File: config.mk
export PLATFORM = sky130hd
export DESIGN_NAME = nsf_feature_table
export DESIGN_NICKNAME = d
export VERILOG_FILES = /design/src/include/nsf_pkg.sv /design/src/rtl/nsf_feature_table.sv /design/src/rtl/nsf_shifter.sv /design/src/rtl/nsf_sync.sv
export SDC_FILE = /design/constraint.sdc
export NUM_CORES = 1
export LEC_CHECK = 0
export BUFFER_PORTS_ARGS = -buffer_cell sky130_fd_sc_hd__buf_2
export CAP_MARGIN = 5
export CORE_MARGIN = 5
export CORE_UTILIZATION = 50
export CTS_BUF_LIST = sky130_fd_sc_hd__clkbuf_2 sky130_fd_sc_hd__clkbuf_4 sky130_fd_sc_hd__clkbuf_8
export DETAILED_ROUTE_END_ITERATION = 10
export PLACE_DENSITY = 0.78
export SLEW_MARGIN = 0
export SYNTH_ARGS = -nofsm -noshare
export SYNTH_HDL_FRONTEND = slang
export SYNTH_SLANG_ARGS = --single-unit
export TNS_END_PERCENT = 1
File: constraint.sdc
create_clock -name clk_sys -period 1.8 [get_ports clk_sys]
set_input_delay 0.18 -clock clk_sys [delete_from_list [all_inputs] [get_ports clk_sys]]
set_output_delay 0.18 -clock clk_sys [all_outputs]
set_load 0.1 [all_outputs]
File: src/include/nsf_pkg.sv
// Purpose: shared constants and types of the serial flash feature table
// Assumes: one byte per feature register, serial opcode/address/data framing
// Notes: offsets are the feature addresses seen on the serial link
package nsf_pkg;
    // serial opcodes
    localparam logic [7:0] NSF_OP_SET_FEAT = 8'h1f;
    localparam logic [7:0] NSF_OP_GET_FEAT = 8'h0f;
    localparam logic [7:0] NSF_OP_WR_EN = 8'h06;
    localparam logic [7:0] NSF_OP_WR_DIS = 8'h04;
    localparam logic [7:0] NSF_OP_RESET_A = 8'hff;
    localparam logic [7:0] NSF_OP_RESET_B = 8'hfe;
    // feature addresses
    localparam logic [7:0] NSF_OFS_FLIP_THRESHOLD = 8'h10;
    localparam logic [7:0] NSF_OFS_FLIP_SECTOR = 8'h20;
    localparam logic [7:0] NSF_OFS_MAX_FLIP = 8'h30;
    localparam logic [7:0] NSF_OFS_REPORT0 = 8'h40;
    localparam logic [7:0] NSF_OFS_REPORT1 = 8'h50;
    localparam logic [7:0] NSF_OFS_REPORT2 = 8'h60;
    localparam logic [7:0] NSF_OFS_REPORT3 = 8'h70;
    localparam logic [7:0] NSF_OFS_LOCK = 8'ha0;
    localparam logic [7:0] NSF_OFS_CONFIG = 8'hb0;
    localparam logic [7:0] NSF_OFS_STATUS = 8'hc0;
    // field positions
    localparam int NSF_LOCK_GUARD_BIT = 7;
    localparam int NSF_LOCK_RANGE_LSB = 3;
    localparam int NSF_CFG_PROTECT_BIT = 7;
    localparam int NSF_CFG_ID_READ_BIT = 6;
    localparam int NSF_CFG_ECC_BIT = 4;
    localparam int NSF_CFG_BBI_BIT = 2;
    localparam int NSF_CFG_FAST_BIT = 1;
    localparam int NSF_STAT_CORR_LSB = 4;
    localparam int NSF_STAT_PRG_BIT = 3;
    localparam int NSF_STAT_ERS_BIT = 2;
    localparam int NSF_STAT_WEL_BIT = 1;
    localparam int NSF_STAT_BUSY_BIT = 0;
    localparam int NSF_THRESH_LSB = 4;
    localparam int NSF_MAXFLIP_LSB = 4;
    // counts and constant readings
    localparam logic [2:0] NSF_LAST_BIT = 3'h7;
    localparam logic NSF_BBI_VALUE = 1'b1;
    localparam logic [3:0] NSF_PIN_RESET = 4'h9; // cs_n high, sck low, si low, wp_n high

    typedef enum logic [2:0] {
        NSF_IDLE = 3'b000,
        NSF_OPCODE = 3'b001,
        NSF_ADDR_WR = 3'b010,
        NSF_ADDR_RD = 3'b011,
        NSF_WDATA = 3'b100,
        NSF_RDATA = 3'b101,
        NSF_SKIP = 3'b110
    } nsf_state_t;

    // values kept by the rest of the device
    typedef struct packed {
        logic busy;
        logic [1:0] correction_status;
        logic program_fail;
        logic erase_fail;
        logic [7:0] flip_sector_flags;
        logic [3:0] max_flip_count;
        logic [2:0] max_flip_sector;
        logic [29:0] flip_report;
    } nsf_core_stat_t;

    // settings written over the link
    typedef struct packed {
        logic lock_write_guard;
        logic [2:0] lock_range;
        logic protect_enable;
        logic id_read_enable;
        logic ecc_enable;
        logic fast_read_enable;
        logic [3:0] flip_threshold;
        logic write_enable_latch;
    } nsf_cfg_t;

    localparam nsf_cfg_t NSF_CFG_RESET = '{
        lock_write_guard: 1'b0,
        lock_range: 3'h7,
        protect_enable: 1'b0,
        id_read_enable: 1'b0,
        ecc_enable: 1'b1,
        fast_read_enable: 1'b1,
        flip_threshold: 4'h0,
        write_enable_latch: 1'b0
    };
endpackage : nsf_pkg

File: src/rtl/nsf_feature_table.sv
// Purpose: feature and status register bank behind the serial flash pins
// Assumes: host runs mode 0 framing; core status comes from clk_sys logic
// Notes: settings survive the reset opcode and clear only on sys_rst
//
// How it works
// - opcode 1Fh writes one addressed feature byte, 0Fh reads it back
// - written settings stay until sys_rst; the reset opcode leaves them
// - write-enable latch moves only with 06h and 04h, never by a write
// - read-only fields ignore writes and show device values; others store
// - lock range bits 5..3 of A0h, 000 none, 111 all locked, default
// - with write protect low and guard set, guard and range refuse writes
// - B0h bit 7 protect enable, default 0, allows protect-execute
// - B0h bit 6 selects identifier page read mode, default 0
// - B0h bit 4 enables internal correction, default on
// - B0h bit 2 read-only bad-block inhibit, reads 1
// - B0h bit 1 enables fast page read, default on
// - C0h bits 5..4 report correction status from the core
// - C0h bit 0 reads 1 while busy, 0 when ready
// - program and erase fail bits report the last operation result
// - read repeats the addressed byte, busy live, until chip select rises
`timescale 1ns/1ps
module nsf_feature_table (
    input wire logic clk_sys,
    input wire logic sys_rst,
    input wire logic cs_n,
    input wire logic sck,
    input wire logic si,
    input wire logic write_protect_n,
    output logic so,
    output logic so_oe_n,
    input wire nsf_pkg::nsf_core_stat_t core_stat,
    output nsf_pkg::nsf_cfg_t cfg,
    output logic reset_cmd
);
    import nsf_pkg::*;

    logic [3:0] pins_sync;
    logic cs_active;
    logic wp_low;
    logic [7:0] rx_byte;
    logic byte_done;
    logic tx_bit;
    logic wr_strobe;
    logic guard_locked;
    logic [7:0] rd_byte;
    nsf_state_t state;
    nsf_state_t next_state;
    logic [7:0] addr;
    logic [7:0] next_addr;
    nsf_cfg_t next_cfg;
    logic next_reset_cmd;
    logic next_so_oe_n;

    // all pins cross into clk_sys before anything looks at them
    nsf_sync #(
        .WIDTH(4),
        .RESET_VAL(NSF_PIN_RESET)
    ) u_pin_sync (
        .clk_sys(clk_sys),
        .sys_rst(sys_rst),
        .async_in({cs_n, sck, si, write_protect_n}),
        .sync_out(pins_sync)
    );

    assign cs_active = !pins_sync[3];
    assign wp_low = !pins_sync[0];

    nsf_shifter u_shifter (
        .clk_sys(clk_sys),
        .sys_rst(sys_rst),
        .frame_active(cs_active),
        .sck_level(pins_sync[2]),
        .si_level(pins_sync[1]),
        .tx_load_en(state == NSF_RDATA),
        .tx_load_byte(rd_byte),
        .rx_byte(rx_byte),
        .byte_done(byte_done),
        .tx_bit(tx_bit)
    );

    assign so = tx_bit;
    assign wr_strobe = (state == NSF_WDATA) && byte_done;
    assign guard_locked = cfg.lock_write_guard && wp_low;

    // read view; status is built live so repeated bytes track busy
    always_comb begin
        rd_byte = 8'h00; // unmapped and reserved read zero
        case (addr)
            NSF_OFS_LOCK: begin
                rd_byte[NSF_LOCK_GUARD_BIT] = cfg.lock_write_guard;
                rd_byte[NSF_LOCK_RANGE_LSB +: 3] = cfg.lock_range;
            end
            NSF_OFS_CONFIG: begin
                rd_byte[NSF_CFG_PROTECT_BIT] = cfg.protect_enable;
                rd_byte[NSF_CFG_ID_READ_BIT] = cfg.id_read_enable;
                rd_byte[NSF_CFG_ECC_BIT] = cfg.ecc_enable;
                rd_byte[NSF_CFG_BBI_BIT] = NSF_BBI_VALUE;
                rd_byte[NSF_CFG_FAST_BIT] = cfg.fast_read_enable;
            end
            NSF_OFS_STATUS: begin
                rd_byte[NSF_STAT_CORR_LSB +: 2] = core_stat.correction_status;
                rd_byte[NSF_STAT_PRG_BIT] = core_stat.program_fail;
                rd_byte[NSF_STAT_ERS_BIT] = core_stat.erase_fail;
                rd_byte[NSF_STAT_WEL_BIT] = cfg.write_enable_latch;
                rd_byte[NSF_STAT_BUSY_BIT] = core_stat.busy;
            end
            NSF_OFS_FLIP_THRESHOLD: rd_byte[NSF_THRESH_LSB +: 4] = cfg.flip_threshold;
            NSF_OFS_FLIP_SECTOR: rd_byte = core_stat.flip_sector_flags;
            NSF_OFS_MAX_FLIP: begin
                rd_byte[NSF_MAXFLIP_LSB +: 4] = core_stat.max_flip_count;
                rd_byte[2:0] = core_stat.max_flip_sector;
            end
            NSF_OFS_REPORT0: rd_byte = core_stat.flip_report[7:0];
            NSF_OFS_REPORT1: rd_byte = core_stat.flip_report[15:8];
            NSF_OFS_REPORT2: rd_byte = core_stat.flip_report[23:16];
            NSF_OFS_REPORT3: rd_byte[5:0] = core_stat.flip_report[29:24];
            default: rd_byte = 8'h00;
        endcase
    end

    // frame decoder and register writes; while busy only reads and reset act
    always_comb begin
        next_state = state;
        next_addr = addr;
        next_cfg = cfg;
        next_reset_cmd = 1'b0;
        if (!cs_active) begin
            next_state = NSF_IDLE;
        end else begin
            case (state)
                NSF_IDLE: begin
                    next_state = NSF_OPCODE;
                end
                NSF_OPCODE: begin
                    if (byte_done) begin
                        next_state = NSF_SKIP;
                        case (rx_byte)
                            NSF_OP_SET_FEAT: begin
                                if (!core_stat.busy) begin
                                    next_state = NSF_ADDR_WR;
                                end
                            end
                            NSF_OP_GET_FEAT: next_state = NSF_ADDR_RD;
                            NSF_OP_WR_EN: begin
                                if (!core_stat.busy) begin
                                    next_cfg.write_enable_latch = 1'b1;
                                end
                            end
                            NSF_OP_WR_DIS: begin
                                if (!core_stat.busy) begin
                                    next_cfg.write_enable_latch = 1'b0;
                                end
                            end
                            // settings deliberately untouched
                            NSF_OP_RESET_A: next_reset_cmd = 1'b1;
                            NSF_OP_RESET_B: next_reset_cmd = 1'b1;
                            default: next_state = NSF_SKIP;
                        endcase
                    end
                end
                NSF_ADDR_WR: begin
                    if (byte_done) begin
                        next_addr = rx_byte;
                        next_state = NSF_WDATA;
                    end
                end
                NSF_ADDR_RD: begin
                    if (byte_done) begin
                        next_addr = rx_byte;
                        next_state = NSF_RDATA;
                    end
                end
                NSF_WDATA: begin
                    if (byte_done) begin
                        next_state = NSF_SKIP;
                    end
                end
                NSF_RDATA: next_state = NSF_RDATA;
                NSF_SKIP: next_state = NSF_SKIP;
                default: next_state = NSF_IDLE;
            endcase
        end
        // only writable fields are picked out; the rest is ignored
        if (wr_strobe) begin
            case (addr)
                NSF_OFS_LOCK: begin
                    if (!guard_locked) begin
                        next_cfg.lock_write_guard = rx_byte[NSF_LOCK_GUARD_BIT];
                        next_cfg.lock_range = rx_byte[NSF_LOCK_RANGE_LSB +: 3];
                    end
                end
                NSF_OFS_CONFIG: begin
                    next_cfg.protect_enable = rx_byte[NSF_CFG_PROTECT_BIT];
                    next_cfg.id_read_enable = rx_byte[NSF_CFG_ID_READ_BIT];
                    next_cfg.ecc_enable = rx_byte[NSF_CFG_ECC_BIT];
                    next_cfg.fast_read_enable = rx_byte[NSF_CFG_FAST_BIT];
                end
                NSF_OFS_FLIP_THRESHOLD: begin
                    next_cfg.flip_threshold = rx_byte[NSF_THRESH_LSB +: 4];
                end
                default: next_cfg = next_cfg;
            endcase
        end
        next_so_oe_n = (next_state != NSF_RDATA); // drive only in the read phase
    end

    always_ff @(posedge clk_sys or posedge sys_rst) begin
        if (sys_rst) begin
            state <= NSF_IDLE;
            addr <= 8'h00;
            cfg <= NSF_CFG_RESET;
            reset_cmd <= 1'b0;
            so_oe_n <= 1'b1;
        end else begin
            state <= next_state;
            addr <= next_addr;
            cfg <= next_cfg;
            reset_cmd <= next_reset_cmd;
            so_oe_n <= next_so_oe_n;
        end
    end
endmodule : nsf_feature_table

File: src/rtl/nsf_shifter.sv
// Purpose: serial byte shifter, mode 0 style (sample on rise, shift on fall)
// Assumes: sck and si already synchronised to clk_sys
// Notes: sck must be slower than about clk_sys/6 for edges to be seen
`timescale 1ns/1ps
module nsf_shifter
    import nsf_pkg::*;
(
    input wire logic clk_sys,
    input wire logic sys_rst,
    input wire logic frame_active,
    input wire logic sck_level,
    input wire logic si_level,
    input wire logic tx_load_en,
    input wire logic [7:0] tx_load_byte,
    output logic [7:0] rx_byte,
    output logic byte_done,
    output logic tx_bit
);
    logic sck_prev;
    logic [2:0] bit_cnt;
    logic [7:0] tx_shift;
    logic rise;
    logic fall;
    logic next_sck_prev;
    logic [2:0] next_bit_cnt;
    logic [7:0] next_rx_byte;
    logic [7:0] next_tx_shift;
    logic next_byte_done;

    assign rise = sck_level && !sck_prev;
    assign fall = !sck_level && sck_prev;
    assign tx_bit = tx_shift[7];

    // a fresh byte is loaded at the fall that ends the previous byte, so live data goes out
    always_comb begin
        next_sck_prev = sck_level;
        next_bit_cnt = bit_cnt;
        next_rx_byte = rx_byte;
        next_tx_shift = tx_shift;
        next_byte_done = 1'b0;
        if (!frame_active) begin
            next_bit_cnt = 3'h0;
            next_tx_shift = 8'h00;
        end else begin
            if (rise) begin
                next_rx_byte = {rx_byte[6:0], si_level};
                next_bit_cnt = bit_cnt + 3'h1;
                next_byte_done = (bit_cnt == NSF_LAST_BIT);
            end
            if (fall) begin
                if (bit_cnt == 3'h0 && tx_load_en) begin
                    next_tx_shift = tx_load_byte;
                end else begin
                    next_tx_shift = {tx_shift[6:0], 1'b0};
                end
            end
        end
    end

    always_ff @(posedge clk_sys or posedge sys_rst) begin
        if (sys_rst) begin
            sck_prev <= 1'b0;
            bit_cnt <= 3'h0;
            rx_byte <= 8'h00;
            tx_shift <= 8'h00;
            byte_done <= 1'b0;
        end else begin
            sck_prev <= next_sck_prev;
            bit_cnt <= next_bit_cnt;
            rx_byte <= next_rx_byte;
            tx_shift <= next_tx_shift;
            byte_done <= next_byte_done;
        end
    end
endmodule : nsf_shifter

File: src/rtl/nsf_sync.sv
// Purpose: two-flop synchroniser for pin levels
// Assumes: inputs are levels from outside the clk_sys domain
// Notes: only sync_out may be read by other logic
`timescale 1ns/1ps
module nsf_sync #(
    parameter int WIDTH = 1,
    parameter logic [WIDTH-1:0] RESET_VAL = '0
) (
    input wire logic clk_sys,
    input wire logic sys_rst,
    input wire logic [WIDTH-1:0] async_in,
    output logic [WIDTH-1:0] sync_out
);
    logic [WIDTH-1:0] meta;
    logic [WIDTH-1:0] next_meta;
    logic [WIDTH-1:0] next_sync_out;

    // first stage feeds only the second
    always_comb begin
        next_meta = async_in;
        next_sync_out = meta;
    end

    always_ff @(posedge clk_sys or posedge sys_rst) begin
        if (sys_rst) begin
            meta <= RESET_VAL;
            sync_out <= RESET_VAL;
        end else begin
            meta <= next_meta;
            sync_out <= next_sync_out;
        end
    end
endmodule : nsf_sync
### After elaboration in Yosys (flattened, before gate mapping)

Index checks and enable logic that the tools add are counted.

| cells by class | value |
|---|---|
| add/sub/neg operators | 1 |
| bitwise operators | 2 |
| multiplexer cells | 32 |
| reductions and logical operators | 19 |
| equality and inequality tests | 24 |

Operators by type and width:

| cell | number |
|---|---|
| $eq 8x8->1 const B | 5 |
| $eq 8x7->1 const B | 4 |
| $mux 3 | 8 |
| $mux 8 | 3 |
| $pmux 1 s7 | 3 |
| $pmux 3 s7 | 1 |
| $eq 8x3->1 const B | 2 |
| $eq 8x5->1 const B | 2 |
| $eq 8x6->1 const B | 2 |
| $pmux 2 s8 | 1 |
| $eq 3x3->1 const B | 4 |
| $mux 1 | 11 |
| $pmux 1 s10 | 1 |
| $pmux 1 s9 | 1 |
| $eq 8x4->1 const B | 1 |
| $pmux 1 s8 | 1 |
| $eq 3x2->1 const B | 2 |
| $logic_not 3->1 | 2 |
| $pmux 3 s2 | 1 |
| $reduce_and 2->1 | 3 |
| $reduce_and 3->1 | 2 |
| $logic_and 1x1->1 | 5 |
| $reduce_bool 2->1 | 2 |
| $reduce_or 2->1 | 2 |
| other kinds (6) | 9 |

| storage, ports and cells | value |
|---|---|
| register bits after elaboration | 55 |

### Depth between registers and ports, before layout

| depth | value |
|---|---|
| depth in word-level cells | 6 |
| gate-level depth with buffers | 8 |

### Modules after synthesis

Synthesis repeated with hierarchy kept, for this count alone.

| unflattened totals | value |
|---|---|
| cell total of the unflattened synthesis | 261 |
| area total of the unflattened synthesis | 3105.5 um^2 |

Modules (own cells, without submodules):

| module | sequential area each (um^2) | instances | cells an instance | area each (um^2) |
|---|---|---|---|---|
| nsf_feature_table | 658.1 | 1 | 186 | 1918.1 |
| nsf_shifter | 525.5 | 1 | 66 | 978.4 |
| nsf_sync | 205.2 | 1 | 9 | 209.0 |

### Least setup slack after synthesis

No wires, ideal clock.

| path | value |
|---|---|
| kind | register to register |
| start | reg cfg[12] in the netlist's numbering |
| end | reg u_shifter.tx_shift[7] |
| stages on the path, launching flop included | 6 |
| arrival | 1.735 ns |
| setup time | 0.101 ns |
| path buffers | 0 |
| setup slack | -0.036 ns |
| path through | dfrtp_1 -> mux2i_1 -> o22ai_1 -> a32o_1 -> a311oi_1 -> nor4_1 |

| on the way | value |
|---|---|
| cells in the longest elaborated chain, start to end | 4 |

RTL lines:

| element | line | RTL |
|---|---|---|
| start, declared | nsf_feature_table.sv:32 | `output nsf_pkg::nsf_cfg_t cfg,` |
| start signal, assigned | nsf_feature_table.sv:217 | `cfg <= next_cfg;` |
| $pmux 1 s8 | nsf_feature_table.sv:88 | `case (addr)` |
| $mux 8 | nsf_shifter.sv:51 | `if (bit_cnt == 3'h0 && tx_load_en) begin` |
| $mux 8 | nsf_shifter.sv:50 | `if (fall) begin` |
| $mux 8 | nsf_shifter.sv:41 | `if (!frame_active) begin` |
| end signal, assigned | nsf_shifter.sv:71 | `tx_shift <= next_tx_shift;` |
| end, declared | nsf_shifter.sv:21 | `logic [7:0] tx_shift;` |

No other way between the ends. The select of a mux whose other input is x is not followed.
A chain may end at the register's enable or synchronous reset.

### Worst setup path in the final report

| path | value |
|---|---|
| start | reg addr[0] |
| end | reg u_shifter.tx_shift[6] |

| on the way | value |
|---|---|
| cells in the longest elaborated chain, start to end | 5 |
| elaborated cells on any way between the ends | 11 |
| those cells by class | 7 x eq/ne; 4 x mux |

RTL lines:

| element | line | RTL |
|---|---|---|
| start, declared | nsf_feature_table.sv:48 | `logic [7:0] addr;` |
| start signal, assigned | nsf_feature_table.sv:216 | `addr <= next_addr;` |
| $eq 8x7->1, or another cell as far along | nsf_feature_table.sv:88 |  |
| $pmux 1 s7 * | nsf_feature_table.sv:88 |  |
| $mux 8 * | nsf_shifter.sv:51 |  |
| $mux 8 * | nsf_shifter.sv:50 |  |
| $mux 8 * | nsf_shifter.sv:41 |  |

Every way passes the cells marked *; elsewhere a longest branch is shown, timed or not. The select of a mux whose other input is x is not followed.

==> metrics.cfg <==
[placement]
dp_slack_ns = -0.06717
hpwl_um = 6494
gp_congestion = 0.9056
port_buffers = 71

[routing]
drtIter0Drc = 214
viasPerCell = 5.820
wl_per_cell_um = 17.94
vias = 2776
drt_first_pass_iters = 5
ant_nets = 0
drc = 0
wirelength_um = 8559

[clock_tree]
cts_max_path_buffers = 2
cts.sink_count = 55
cts_max_level = 2
root_buffer = clkbuf_8
cts_tree = done
cts.clk_slew.worst_paths_ns = 0.10
cts-buffers-inserted = 5
clock_latency_ns = 0.31

[global_routing]
grt_overflow = 0
grt_max_degree = 56
grt_pass1_vias = 2814
antenna_found_initial = 0
grt_pass1_wl_um = 13660
grt_use_total_pct = 22.46

[timing]
hold_violations = 0
hold_ws_ns = 0.2569
fin_ws_ns = -0.06758
finalClockSkew_ns = 0.01041
maxSlewViolCount = 0
fin_crit_ns = 1.868
maxSlewHeadroom_pct = 55.65
finalCritPeriodShare_pct = 103.8
fmax_ghz = 0.5355
tightest_slew_ns = 0.6628
rsz0062_at_grt = true
setup_viol_count_final = 9

[yosys]
ys_top_cells_by_count = dfrtp_1, nand2_1, nor2_1
yosysSeqAreaShare_pct = 44.63
synth-seq-cells = 55
synth.top_cells.by_area = dfrtp_1, dfstp_2, mux2_2
synth.most_common_cell = dfrtp_1
synthFlopType = dfrtp_1
netlist_area_sq_um = 3112
yosys_warnings = 0
async_flop_share_pct = 100.0
synth_cells = 288
synth_top_cell_by_area = dfrtp_1
synth_top_cell_area_share_pct = 36.19
synth.distinct_cells = 64
synth_edf_count = 0
synthesis.nets = 347
synth_area_per_cell_sq_um = 10.80

[setup_path]
crit_arrival_ns = 2.11
start_kind = flop
regToRegSetupSlack_ns = -0.07
critPathMaxFanout = 4
crit_path_end_kind = flop
reg2reg_depth = 7
criticalPathCategory = reg2reg
required_ns = 2.04

[die]
io_pins = 72
die_w_um = 88.89
initial_core_util_pct = 51.94
floorplan.rows = 28
die_area_sq_um = 7901
core_area_sq_um = 5991
die_h_um = 88.89

[pwr]
power.share.clock_pct = 27.5
p_seq_share_pct = 59.9
p_sw_mw = 0.7370
leakagePower_nw = 1.906
power.density_nw_per_um2 = 614.5
combPwrFrac_pct = 12.6
p_sw_share_pct = 29.26
intPower_mw = 1.782
ir_drop_mv = 0.4923

[outcome]
violations = negative setup slack
status = finished, violations left

[final_layout]
fin_util_pct = 68.42
nets = 460
diodes = 0
syn2layout_area_growth_pct = 31.72
drive_above_1_share_pct = 48.26

[hold_path]
holdPathStages = 4
hp-class = in2reg

[run]
drv_cap = 0

==> sequential cells by signal (all words and copies together), names as in the netlist <==
signal	count
reset_cmd	1
u_pin_sync.sync_out	4
u_shifter.rx_byte	8
state	3
u_shifter.sck_prev	1
u_shifter.bit_cnt	3
u_pin_sync.meta	4
cfg	13
u_shifter.tx_shift	8
u_shifter.byte_done	1
so_oe_n	1
addr	8
==> cells by family (layout without fill, tap and decap cells) <==
logic type | Yosys count | count (layout) | share of synthesized area, %
mux | 49 | 49 | 18.25
buf+inv | 23 | 137 | 3.177
xor+xnor | 1 | 1 | 0.2815
simple gates | 104 | 104 | 19.94
compound gates | 52 | 52 | 12.18
fa+ha+maj | 4 | 4 | 1.528
flops | 55 | 55 | 44.63
==> power groups by stage <==
stage	sequential [mW]	combinational (mW)	clock, mW
after CTS	1.50	0.318	0.717
final	1.51	0.318	0.692
after global placement	1.52	0.298	0
after floorplan	1.45	0.206	0
after detailed placement	1.52	0.308	0
after global routing	1.52	0.352	0.758
==> worst max-delay path, cell delays in order, from the launching register on <==
cell and delay [ns]:
dfrtp_2 0.45, buf_6 0.12, or4_4 0.54, nor3b_4 0.29, buf_4 0.16, a221oi_2 0.04, nand2_1 0.09, o21a_1 0.12
==> routing by layer <==
metal  global-route usage (%)  share of wire [%]  wire (um)
met5                        0                  0          0
met4                    8.791                3.2        270
met3                    3.779                8.4        715
met2                    37.65                 48       4130
met1                    29.06                 40       3442
==> repair_timing <==
| action | CTS | global route |
|---|---|---|
| pin swaps | 8 | 8 |
| resized for setup | 8 | 13 |
| hold buffers | 5 | 0 |
| setup endpoints to repair | 14 | 15 |
| endpoints found under the hold margin | 49 | 0 |
| setup buffers | 2 | 2 |
==> worst paths after layout <==
path,start,to
worst min register to register,u_pin_sync.meta[1]$_DFF_PP0_,u_pin_sync.sync_out[1]$_DFF_PP0_
worst max register to register,addr[0]$_DFFE_PP0P_,u_shifter.tx_shift[6]$_DFFE_PP0P_
worst max-delay path,addr[0]$_DFFE_PP0P_,u_shifter.tx_shift[6]$_DFFE_PP0P_
min in group asynchronous,sys_rst,u_shifter.bit_cnt[2]$_DFFE_PP0P_
worst min-delay path,core_stat[14],u_shifter.tx_shift[6]$_DFFE_PP0P_
max in group asynchronous,sys_rst,cfg[11]$_DFFE_PP1P_
==> cell usage in the layout (no fill, tap or decap), types with 3 or more instances in the layout <==
master	n
buf_6	3
dfstp_2	10
a31oi_1	3
nand4_1	5
nand2_1	21
o22ai_1	5
mux2_4	7
buf_2	71
dfrtp_1	42
inv_1	6
nor3_2	3
nand4b_1	5
ha_1	3
o21ai_0	7
buf_4	41
a22o_1	3
mux2_1	4
mux2_2	20
nor2_1	20
nor4_1	4
dlygate4sd3_1	5
mux2i_1	17
nor3_4	3
nor2b_1	4
a21oi_1	9
and3_1	4
nor3_1	6
dfrtp_2	3
nand2b_1	5
clkbuf_8	5
==> cell type report <==
class                      instances  area, sq um
timing repair buffer             122        787.0
sequential                        55         1393
multi-input combinational        210         1708
tap                               75        93.84
clock buffer                       5        68.82
inverter                           7        26.28
clock inverter                     3        22.52
fill                             453         1892
==> metrics by stage <==
stage	power [mW]	instances	TNS [ns]	instance area, sq um
floorplan	1.651	288	-0.09068	3113
global placement	1.814	460	-0.04661	3830
detailed placement	1.830	460	-0.2360	3830
finish	2.519	477	-0.2002	4099
CTS	2.533	475	-0.1152	4025
global route	2.632	477	-1.086	4099
Note: power is estimated with default switching activity, not from simulation.
